`src/hdl/ext_bus_defs.svh`:
```
// Purpose: constants for the external memory bus interface
// Assumes: 10 MHz clk, one phase per clock
// Notes:   the package holds the state type
`ifndef EXT_BUS_DEFS_SVH
`define EXT_BUS_DEFS_SVH
`define ONCHIP_LO     16'h2000
`define ONCHIP_HI     16'h5fff
`define CFG_DYNW_BIT  1
`define CFG_ALE_BIT   2
`define CFG_WRL_BIT   3
`define CFG_WRH_BIT   4
`define ADDR_W        16
`define PORT_W        8
`endif

```
`src/hdl/ext_bus_pkg.sv`:
```
// Purpose: shared types for the external memory bus interface
// Assumes: nothing
// Notes:   one-hot state codes
package ext_bus_pkg;
  typedef enum logic [3:0] {
    ST_IDLE = 4'b0001,
    ST_ADDR = 4'b0010,
    ST_DATA = 4'b0100,
    ST_END  = 4'b1000
  } bus_state_e;
endpackage : ext_bus_pkg

```
`src/hdl/sync3.sv`:
```
// Purpose: three-flop synchroniser for pin inputs
// Assumes: asynchronous inputs
// Notes:   output changes once stages two and three agree
`timescale 1ns/1ns
module sync3 #(
  parameter logic RST_VAL = 1'b0
) (
  input  wire logic clk,     // clock
  input  wire logic sys_rst, // async reset
  input  wire logic din,     // raw pin
  output logic      dout     // filtered level
);
  logic s1_q;
  logic s2_q;
  logic s3_q;
  // first stage read only by the second
  always_ff @(posedge clk or posedge sys_rst) begin
    if (sys_rst) begin
      s1_q <= RST_VAL;
      s2_q <= RST_VAL;
      s3_q <= RST_VAL;
      dout <= RST_VAL;
    end else begin
      s1_q <= din;
      s2_q <= s1_q;
      s3_q <= s2_q;
      if (s2_q == s3_q) begin
        dout <= s3_q;
      end
    end
  end
endmodule : sync3

```
`src/hdl/ext_bus_if.sv`:
```
// Purpose: external memory bus cycle generator
// Assumes: core issues one request at a time, holds it until ack
// Notes:   ad pins are open-drain port lines when idle
//          ready is synchronised, so a ready high left over from the last
//          cycle can end the next one early; leave a few idle cycles between
`timescale 1ns/1ns
`include "ext_bus_defs.svh"
module ext_bus_if
  import ext_bus_pkg::*;
#(
  parameter int AW = `ADDR_W,
  parameter int PW = `PORT_W
) (
  input  wire logic            clk,                    // 10 mhz clock
  input  wire logic            sys_rst,                // async reset, high
  input  wire logic [7:0]      chip_config_byte,       // configuration byte
  input  wire logic            req,                    // core access request
  input  wire logic            req_wr,                 // 1 write, 0 read
  input  wire logic            req_fetch,              // instruction fetch
  input  wire logic            req_word,               // 16-bit access
  input  wire logic [AW-1:0]   req_addr,               // byte address
  input  wire logic [15:0]     req_wdata,              // write data
  output logic                 ack,                    // done pulse
  output logic                 ack_ext,                // done went off chip
  output logic [15:0]          rdata,                  // read data
  input  wire logic            external_access_select, // on-chip memory pin
  input  wire logic            buswidth_pin,           // width select pin
  input  wire logic            ready_pin,              // ready pin
  input  wire logic [2*PW-1:0] ad_in,                  // bus pins in
  output logic      [2*PW-1:0] ad_out,                 // bus pins out
  output logic      [2*PW-1:0] ad_oe_n,                // low while driving
  output logic                 addr_strobe,            // latch or valid_n
  output logic                 read_n,                 // read strobe
  output logic                 write_low_byte_n,       // write / low write
  output logic                 write_high_byte_n,      // high write in either mode
  output logic                 fetch_type_indicator    // fetch indicator
);
  logic       ea_s;
  logic       bw_s;
  logic       rdy_s;
  bus_state_e st_q;
  logic       wr_q;
  logic       fetch_q;
  logic       w16_q;
  logic [AW-1:0] addr_q;
  logic [15:0]   wd_q;

  // pins from outside the clock domain
  sync3 #(.RST_VAL(1'b1)) u_ea  (.clk(clk), .sys_rst(sys_rst),
    .din(external_access_select), .dout(ea_s));
  sync3 #(.RST_VAL(1'b0)) u_bw  (.clk(clk), .sys_rst(sys_rst),
    .din(buswidth_pin), .dout(bw_s));
  sync3 #(.RST_VAL(1'b1)) u_rdy (.clk(clk), .sys_rst(sys_rst),
    .din(ready_pin), .dout(rdy_s));

  // address decode used for every request
  function automatic logic is_external(input logic [AW-1:0] a, input logic ea);
    is_external = !(ea && a >= `ONCHIP_LO && a <= `ONCHIP_HI);
  endfunction : is_external

  // pin level for the chosen address strobe form
  function automatic logic strobe_lvl(input logic latch_form, input logic active);
    strobe_lvl = latch_form ? active : !active;
  endfunction : strobe_lvl

  // read lane steering: an odd byte of an 8-bit cycle arrives on the high lane
  function automatic logic [15:0] rd_lane(input logic [15:0] bus, input logic odd,
                                          input logic wide);
    rd_lane = wide ? bus : {8'h00, (odd ? bus[15:8] : bus[7:0])};
  endfunction : rd_lane

  wire dynw   = chip_config_byte[`CFG_DYNW_BIT];
  wire ale_md = chip_config_byte[`CFG_ALE_BIT];
  wire wrl_md = chip_config_byte[`CFG_WRL_BIT];
  wire wrh_md = chip_config_byte[`CFG_WRH_BIT];
  wire ext_go = req && !ack && is_external(req_addr, ea_s);

  // cycle sequencer: address, data (stretched), release
  always_ff @(posedge clk or posedge sys_rst) begin
    if (sys_rst) begin
      st_q <= ST_IDLE;
    end else begin
      unique case (st_q)
        ST_IDLE: if (ext_go) st_q <= ST_ADDR;
        ST_ADDR: st_q <= ST_DATA;
        ST_DATA: if (rdy_s) st_q <= ST_END;
        ST_END:  st_q <= ST_IDLE;
        default: st_q <= ST_IDLE;
      endcase
    end
  end

  // latch request attributes at the start of a cycle
  always_ff @(posedge clk or posedge sys_rst) begin
    if (sys_rst) begin
      wr_q    <= 1'b0;
      fetch_q <= 1'b0;
      w16_q   <= 1'b0;
      addr_q  <= '0;
      wd_q    <= 16'h0000;
    end else if (st_q == ST_IDLE && ext_go) begin
      wr_q    <= req_wr;
      fetch_q <= req_fetch && !req_wr;
      addr_q  <= req_addr;
      wd_q    <= req_wdata;
      // width only when dynamic width enabled
      w16_q   <= dynw && bw_s && req_word;
    end
  end

  // strobes, all registered; ready only matters in data phase
  always_ff @(posedge clk or posedge sys_rst) begin
    if (sys_rst) begin
      addr_strobe          <= 1'b1;
      read_n               <= 1'b1;
      write_low_byte_n     <= 1'b1;
      write_high_byte_n    <= 1'b1;
      fetch_type_indicator <= 1'b0;
    end else begin
      addr_strobe          <= strobe_lvl(ale_md, 1'b0);
      read_n               <= 1'b1;
      write_low_byte_n     <= 1'b1;
      write_high_byte_n    <= 1'b1;
      fetch_type_indicator <= 1'b0;
      if (st_q == ST_IDLE && ext_go) begin
        addr_strobe          <= strobe_lvl(ale_md, 1'b1);
        fetch_type_indicator <= req_fetch && !req_wr;
      end else if (st_q == ST_ADDR || (st_q == ST_DATA && !rdy_s)) begin
        addr_strobe          <= 1'b0;                 // pulse over, level held
        fetch_type_indicator <= fetch_q;
        read_n               <= wr_q;
        if (wr_q) begin
          write_low_byte_n  <= wrl_md ? addr_q[0] : 1'b0;
          write_high_byte_n <= wrh_md ? !(addr_q[0] || w16_q)
                                      : !(addr_q[0] || w16_q);
          if (wrl_md && w16_q) write_low_byte_n <= 1'b0;
        end
      end
    end
  end

  // bus pins: address, then write data; released otherwise
  always_ff @(posedge clk or posedge sys_rst) begin
    if (sys_rst) begin
      ad_out  <= '0;
      ad_oe_n <= '1;
    end else if (st_q == ST_IDLE && ext_go) begin
      ad_out  <= (2*PW)'(req_addr);
      ad_oe_n <= '0;
    end else if ((st_q == ST_ADDR || st_q == ST_DATA) && wr_q) begin
      ad_out  <= (addr_q[0] && !w16_q) ? {wd_q[7:0], wd_q[7:0]} : wd_q;
      ad_oe_n <= '0;
    end else begin
      ad_oe_n <= '1;
    end
  end

  // completion; ready is not looked at outside ST_DATA
  always_ff @(posedge clk or posedge sys_rst) begin
    if (sys_rst) begin
      ack     <= 1'b0;
      ack_ext <= 1'b0;
      rdata   <= 16'h0000;
    end else begin
      ack     <= 1'b0;
      ack_ext <= 1'b0;
      if (st_q == ST_DATA && rdy_s) begin
        ack     <= 1'b1;
        ack_ext <= 1'b1;
        if (!wr_q) begin
          rdata <= rd_lane(ad_in, addr_q[0], w16_q);
        end
      end else if (req && !ack && st_q == ST_IDLE && !is_external(req_addr, ea_s)) begin
        ack <= 1'b1; // on chip: no strobes at all
      end
    end
  end

  // cycles since the start of an external cycle, only read by the checks
  logic [3:0] len_q;
  always_ff @(posedge clk or posedge sys_rst) begin
    if (sys_rst) begin
      len_q <= 4'h0;
    end else if (st_q == ST_IDLE) begin
      len_q <= 4'h0;
    end else if (len_q != 4'hf) begin
      len_q <= len_q + 4'h1;
    end
  end
endmodule : ext_bus_if

```
`config.mk`:
```
export PLATFORM = sky130hd
export DESIGN_NAME = ext_bus_if
export DESIGN_NICKNAME = d
export VERILOG_FILES = /design/src/hdl/ext_bus_pkg.sv /design/src/hdl/sync3.sv /design/src/hdl/ext_bus_if.sv
export VERILOG_INCLUDE_DIRS = /design/src /design/src/hdl
export SDC_FILE = /design/constraint.sdc
export NUM_CORES = 1
export LEC_CHECK = 0
export BUFFER_PORTS_ARGS = -buffer_cell sky130_fd_sc_hd__buf_4
export CAP_MARGIN = 40
export CORE_ASPECT_RATIO = 0.8
export CORE_MARGIN = 2
export CORE_UTILIZATION = 37
export CTS_BUF_LIST = sky130_fd_sc_hd__clkbuf_8
export DETAILED_ROUTE_END_ITERATION = 8
export MAX_ROUTING_LAYER = met4
export PLACE_DENSITY = 0.7
export SYNTH_ARGS = -nofsm -noshare
export SYNTH_HDL_FRONTEND = slang
export SYNTH_SLANG_ARGS = --single-unit
```
`constraint.sdc`:
```
create_clock -name clk -period 2.8 [get_ports clk]
set_input_delay 0.28 -clock clk [delete_from_list [all_inputs] [get_ports clk]]
set_output_delay 0.28 -clock clk [all_outputs]
set_load 0.03 [all_outputs]
```
==> results of run 1 <==
==> registers in the layout, summed over array words and instances (netlist names), 4 cells and up <==
| name | flops |
|---|---|
| st_q | 4 |
| rdata | 16 |
| ad_out | 16 |
| wd_q | 16 |
==> timing repair <==
item                                    in CTS  in global routing
endpoints found under the setup margin       0                  0
hold buffers                                 1                  0
hold endpoints to repair                    24                  0
==> per-stage QoR <==
stage               instance area, sq um  utilization
floorplan                           3247            -
global placement                    4110       0.4824
detailed placement                  4145       0.4865
CTS                                 4405       0.5170
global route                        4405       0.5170
finish                              4405       0.5170
==> worst paths after layout <==
check	startpoint	end	slack [ns]	depth (start not counted)
worst max-delay path	st_q[0]	ad_out[5]	0.79	6
worst min-delay path	buswidth_pin	u_bw.s1_q	0.04	1
worst max register to register	st_q[0]	ad_out[5]	0.79	6
worst min register to register	u_ea.s1_q	u_ea.s2_q	0.36	0
max in group asynchronous	sys_rst	u_rdy.dout	1.51	5
min in group asynchronous	sys_rst	wd_q[6]	0.51	3
==> cell families after synthesis <==
| kind of cell | Yosys count | share of synthesized area |
|---|---|---|
| compound gates | 40 | 0.07476 |
| xor+xnor | 2 | 0.005396 |
| fa+ha+maj | 3 | 0.009249 |
| buf+inv | 34 | 0.06820 |
| flops | 76 | 0.5911 |
| mux | 32 | 0.1017 |
| simple gates | 114 | 0.1495 |
==> per-layer routing <==
layer | GRT usage | up-vias | share of wire
met5 | - | - | 0
met4 | 0.05594 | 0 | 0.013
met3 | 0.06027 | 10 | 0.078
met2 | 0.2472 | 79 | 0.45
met1 | 0.2027 | 1138 | 0.46
li1 | - | 1185 | -
==> cells in the mapped netlist <==
library cell	n	share of area
nand2_1	95	0.11
dfrtp_1	62	0.48
o21ai_1	33	0.051
mux2i_1	24	0.074
buf_4	20	0.046
dfstp_2	14	0.11
mux2_2	8	0.028
buf_2	6	0.0092
nor3_1	5	0.0077
clkbuf_1	4	0.0046
a21o_1	3	0.0069
maj3_1	3	0.0092
inv_1	2	0.0023
nand2b_1	2	0.0039
nand3_1	2	0.0031
nor2_1	2	0.0023
nor2b_1	2	0.0039
nor4b_2	2	0.0092
xnor2_1	2	0.0054
a211oi_2	1	0.0039
a31o_2	1	0.0027
buf_8	1	0.0046
inv_2	1	0.0012
nand3b_1	1	0.0023
nor3b_1	1	0.0023
o211ai_1	1	0.0023
o311ai_4	1	0.0081
or3b_1	1	0.0027
or4_1	1	0.0023
==> cell type report <==
type | count | area share
clock buffers | 11 | 0.03437
inverters | 3 | 0.002840
well taps | 112 | 0.03181
flip-flops and latches | 76 | 0.4357
clock inverters | 5 | 0.02244
repair buffers | 124 | 0.2193
multi-input cells | 191 | 0.2536
==> critical path: cells and delay by family (launching register included) <==
| kind | cells | cell delay (ns) |
|---|---|---|
| compound gates | 2 | 0.24 |
| buf+inv | 2 | 0.64 |
| simple gates | 2 | 0.43 |
| flops | 1 | 0.61 |
==> power groups by stage <==
| stage | Clock [uW] | Combinational [uW] | Sequential (uW) |
|---|---|---|---|
| final | 1030 | 2180 | 1790 |
| after global routing | 1100 | 2370 | 1850 |
| after CTS | 1050 | 2210 | 1800 |
| after detailed placement | 0 | 2200 | 1820 |
| after global placement | 0 | 2160 | 1790 |
| after floorplan | 0 | 1130 | 2190 |
==> flow_summary.json, run 1 <==
{
  "status": "finished clean",
  "path_class": "reg -> reg",
  "cts_root_buffer": "clkbuf_8",
  "drt_iter0_markers": 80,
  "max_freq_ghz": 0.4974,
  "ir_worst_vdd_mv": 0.5030,
  "cts.sinks": 76,
  "fin_crit_sh": 0.7180,
  "hold_ws_ns": 0.03509,
  "switching_share": 0.3948,
  "rows": 30,
  "layout_common_cells": "buf_4, nand2_1, dfrtp_1",
  "combinationalPowerShare": 0.436,
  "hpwl_um": 5165,
  "regArea_sq_um": 1919,
  "die-area_sq_um": 9545,
  "grt_antenna_before_repair": 0,
  "power.leakage_uw": 0.002115,
  "setup_violations": 0,
  "syn_to_final_growth_pct": 35.68,
  "synth_fp_nets": 366,
  "drt-vias-per-instance": 4.621,
  "drc_errors": 0,
  "cts.reportedPaths.clkPinSlew_ns": 0.08,
  "placed_cells": 505,
  "cts_htree_levels": 3,
  "finalWirelength_um": 7185,
  "final_common_cell": "buf_4",
  "p_clk_frac": 0.206,
  "cts_setup_buffers": 0,
  "netlist_instances": 301,
  "grt.overflow.total": 0,
  "p_switching_uw": 1974,
  "grt_pass1_vias": 2425,
  "io_pins": 120,
  "cts_resized": 0,
  "cts_inserted_buffers": 9,
  "diodes": 0,
  "wl_per_cell_um": 13.76,
  "power_uw": 5001,
  "antenna_left": 0,
  "placement.io_buffers": 114,
  "drive_above_1_share": 0.4098,
  "synth-seq-cells": 76,
  "p_per_area_nw_per_um2": 1135,
  "hold_class": "in -> reg",
  "fp.dieW_um": 108.7,
  "startpoint_type": "flip-flop",
  "chipHeight_um": 87.79,
  "critPathCaptureType": "flip-flop",
  "vias": 2412,
  "grt_max_degree": 35,
  "start_util": 0.3811,
  "cts_tree": "yes",
  "ys_seq_area_frac": 0.5911,
  "rsz0062_at_grt": "no",
  "relSlewSlack": 0.6398,
  "gp_congestion": 0.7491,
  "post_synth.cell_area_avg_sq_um": 10.79,
  "fin_skew_ns": 0.006662,
  "cp.arrival_ns": 2.28,
  "fin_nets": 470,
  "cpMaxStageDelayCell": "dfstp_2",
  "critical_path_required_ns": 3.07,
  "cap_viol_max_count": 0,
  "finalSetupTns_ns": 0,
  "period_needed_ns": 2.010,
  "synth_area_sq_um": 3247,
  "p_int_uw": 3026,
  "drt_first_pass_iters": 4,
  "finalHoldViolCount": 0,
  "coreArea_sq_um": 8521,
  "fillers": 780,
  "grt_util_all_layers": 0.1633,
  "clock_latency_ns": 0.34,
  "preCtsSetupSlack_ns": 0.7863,
  "multiInputGateArea_sq_um": 1117,
  "path_cells": "nor4b_2 > o311ai_4 > inv_2 > buf_12 > nand2_1 > o21ai_1",
  "cts_buffer_depth": 2,
  "setup_ws_ns": 0.7897,
  "critPathMaxStageDelay_ns": 0.61,
  "ys_warn_count": 0,
  "drv_slew": 0,
  "power_frac_seq": 0.358,
  "ys_types": 29,
  "cp_max_fo": 28,
  "worst_pin_slew_ns": 0.5397,
  "grt_pass1_wl_um": 11500,
  "layout.cells.non_filler": 522
}
Note: power is estimated with default switching activity, not from simulation.
==> run 2, diff against run 1 <==
==> constraint.sdc (replaced) <==
create_clock -name clk -period 2 [get_ports clk]
set_input_delay 0.2 -clock clk [delete_from_list [all_inputs] [get_ports clk]]
set_output_delay 0.2 -clock clk [all_outputs]
set_load 0.03 [all_outputs]
==> flow_summary.json, run 2 (synthesis results as in run 1) <==
{
  "worstSetupStartpoint": "st_q[0]",
  "drt_first_pass_iters": 4,
  "r2r_start": "st_q[0]",
  "clock_latency_ns": 0.34,
  "startpoint_type": "flip-flop",
  "hpwl_um": 5303,
  "finalHoldViolCount": 0,
  "path_class": "reg -> reg",
  "grt_max_degree": 42,
  "period_needed_ns": 1.719,
  "drc_errors": 0,
  "max_freq_ghz": 0.5817,
  "grt_pass1_wl_um": 11960,
  "drt-vias-per-instance": 4.684,
  "hold_class": "in -> reg",
  "final_common_cell": "buf_4",
  "cts_inserted_buffers": 9,
  "grt_util_all_layers": 0.1671,
  "hold_start": "req_wdata[14]",
  "coreArea_sq_um": 8521,
  "critPathCaptureType": "flip-flop",
  "p_per_area_nw_per_um2": 1577,
  "fin_skew_ns": 0.01213,
  "finalWirelength_um": 7274,
  "whs_path_depth": 3,
  "path_cells": "nor4b_2 > o311ai_4 > buf_4 > nor3b_1 > a21o_1",
  "cts_setup_buffers": 0,
  "antenna_left": 0,
  "cts_resized": 0,
  "wl_per_cell_um": 13.78,
  "cts.sinks": 76,
  "layout_common_cells": "buf_4, nand2_1, dfrtp_1",
  "diodes": 0,
  "finalSetupTns_ns": 0,
  "grt_pass1_vias": 2514,
  "whs_endpoint": "wd_q[14]",
  "fin_nets": 476,
  "cap_viol_max_count": 0,
  "cpMaxStageDelayCell": "dfstp_2",
  "hold_ws_ns": 0.04159,
  "cts.reportedPaths.clkPinSlew_ns": 0.08,
  "status": "finished clean",
  "reg2reg_slack_ns": 0.28,
  "reg2reg_to": "fetch_q",
  "die-area_sq_um": 9545,
  "io_pins": 120,
  "cp_max_fo": 10,
  "rsz0062_at_grt": "no",
  "layout.cells.non_filler": 528,
  "cts_tree": "yes",
  "cts_root_buffer": "clkbuf_8",
  "drv_slew": 0,
  "rows": 30,
  "place_area_sq_um": 4175,
  "grt_antenna_before_repair": 0,
  "chipHeight_um": 87.79,
  "holdBufCountCts": 4,
  "setup_violations": 0,
  "gp_congestion": 0.7973,
  "critical_path_required_ns": 2.28,
  "cts_buffer_depth": 2,
  "syn_to_final_growth_pct": 37.46,
  "fin_util": 0.5238,
  "drive_above_1_share": 0.4135,
  "vias": 2473,
  "fin_crit_sh": 0.8595,
  "r2r_cells": 5,
  "power.leakage_uw": 0.002127,
  "drt_iter0_markers": 114,
  "critPathMaxStageDelay_ns": 0.53,
  "ir_worst_vdd_mv": 0.6284,
  "fin_area_sq_um": 4463,
  "start_util": 0.3811,
  "fp.dieW_um": 108.7,
  "placement.io_buffers": 114,
  "cp.arrival_ns": 2.00,
  "worst_pin_slew_ns": 0.5982,
  "grt.overflow.total": 0,
  "cts_htree_levels": 3,
  "reg.largest.list": "ad_out x16, rdata x16, wd_q x16",
  "relSlewSlack": 0.6004,
  "placed_cells": 508
}
## run 2: changes by cell type in the layout (fill, tap and decap cells not counted), sizes merged
cell / before / now
buf: 123 / 126
dlygate4sd3: 1 / 4
clkbuf: 11 / 9
clkinvlp: 0 / 2
## run 2: worst max-delay path: cells and delay by family, from the launching register on
| family | cells | cell delay [ns] |
|---|---|---|
| AND/OR/NAND/NOR | 2 | 0.62 |
| AO/OA/AOI/OAI | 2 | 0.29 |
| buffers and inverters | 1 | 0.21 |
| flip-flops | 1 | 0.53 |
## run 2: where the power goes
group          switching [uW]  internal, uW  total, uW
sequential                387          2110       2500
clock                     585           837       1420
combinational            1850          1270       3120
total                    2820          4220       7040
## run 2: worst max path at each step
stage                                end  slack (ns)  depth (start not counted)
floorplan                     ad_out[10]        0.40                          5
global placement    fetch_type_indicator        0.33                          5
detailed placement  fetch_type_indicator        0.27                          5
CTS                 fetch_type_indicator        0.25                          5
global route                     fetch_q        0.11                          5
finish                           fetch_q        0.28                          5
## run 2: routing by layer
layer,vias to the layer above,GRT usage,wire length (um)
met4,0,0.03963,68
met1,1166,0.2079,3300
li1,1203,-,-
met2,94,0.2597,3249
met5,-,-,0
met3,10,0.06324,656
## run 2: through the flow
step	power [uW]	worst slack, ns
after global placement	5582	0.3273
after CTS	7139	0.2538
after floorplan	4645	0.4028
after global routing	7503	0.1137
after detailed placement	5680	0.2653
final	7038	0.2810
## run 2: cell type report
cell class	instances	area, sq um
fill	759	4058
sequential	76	1919
multi-input combinational	191	1117
timing repair buffer	130	1023
tap	112	140.1
clock buffer	9	123.9
clock inverter	7	123.9
inverter	3	15.01
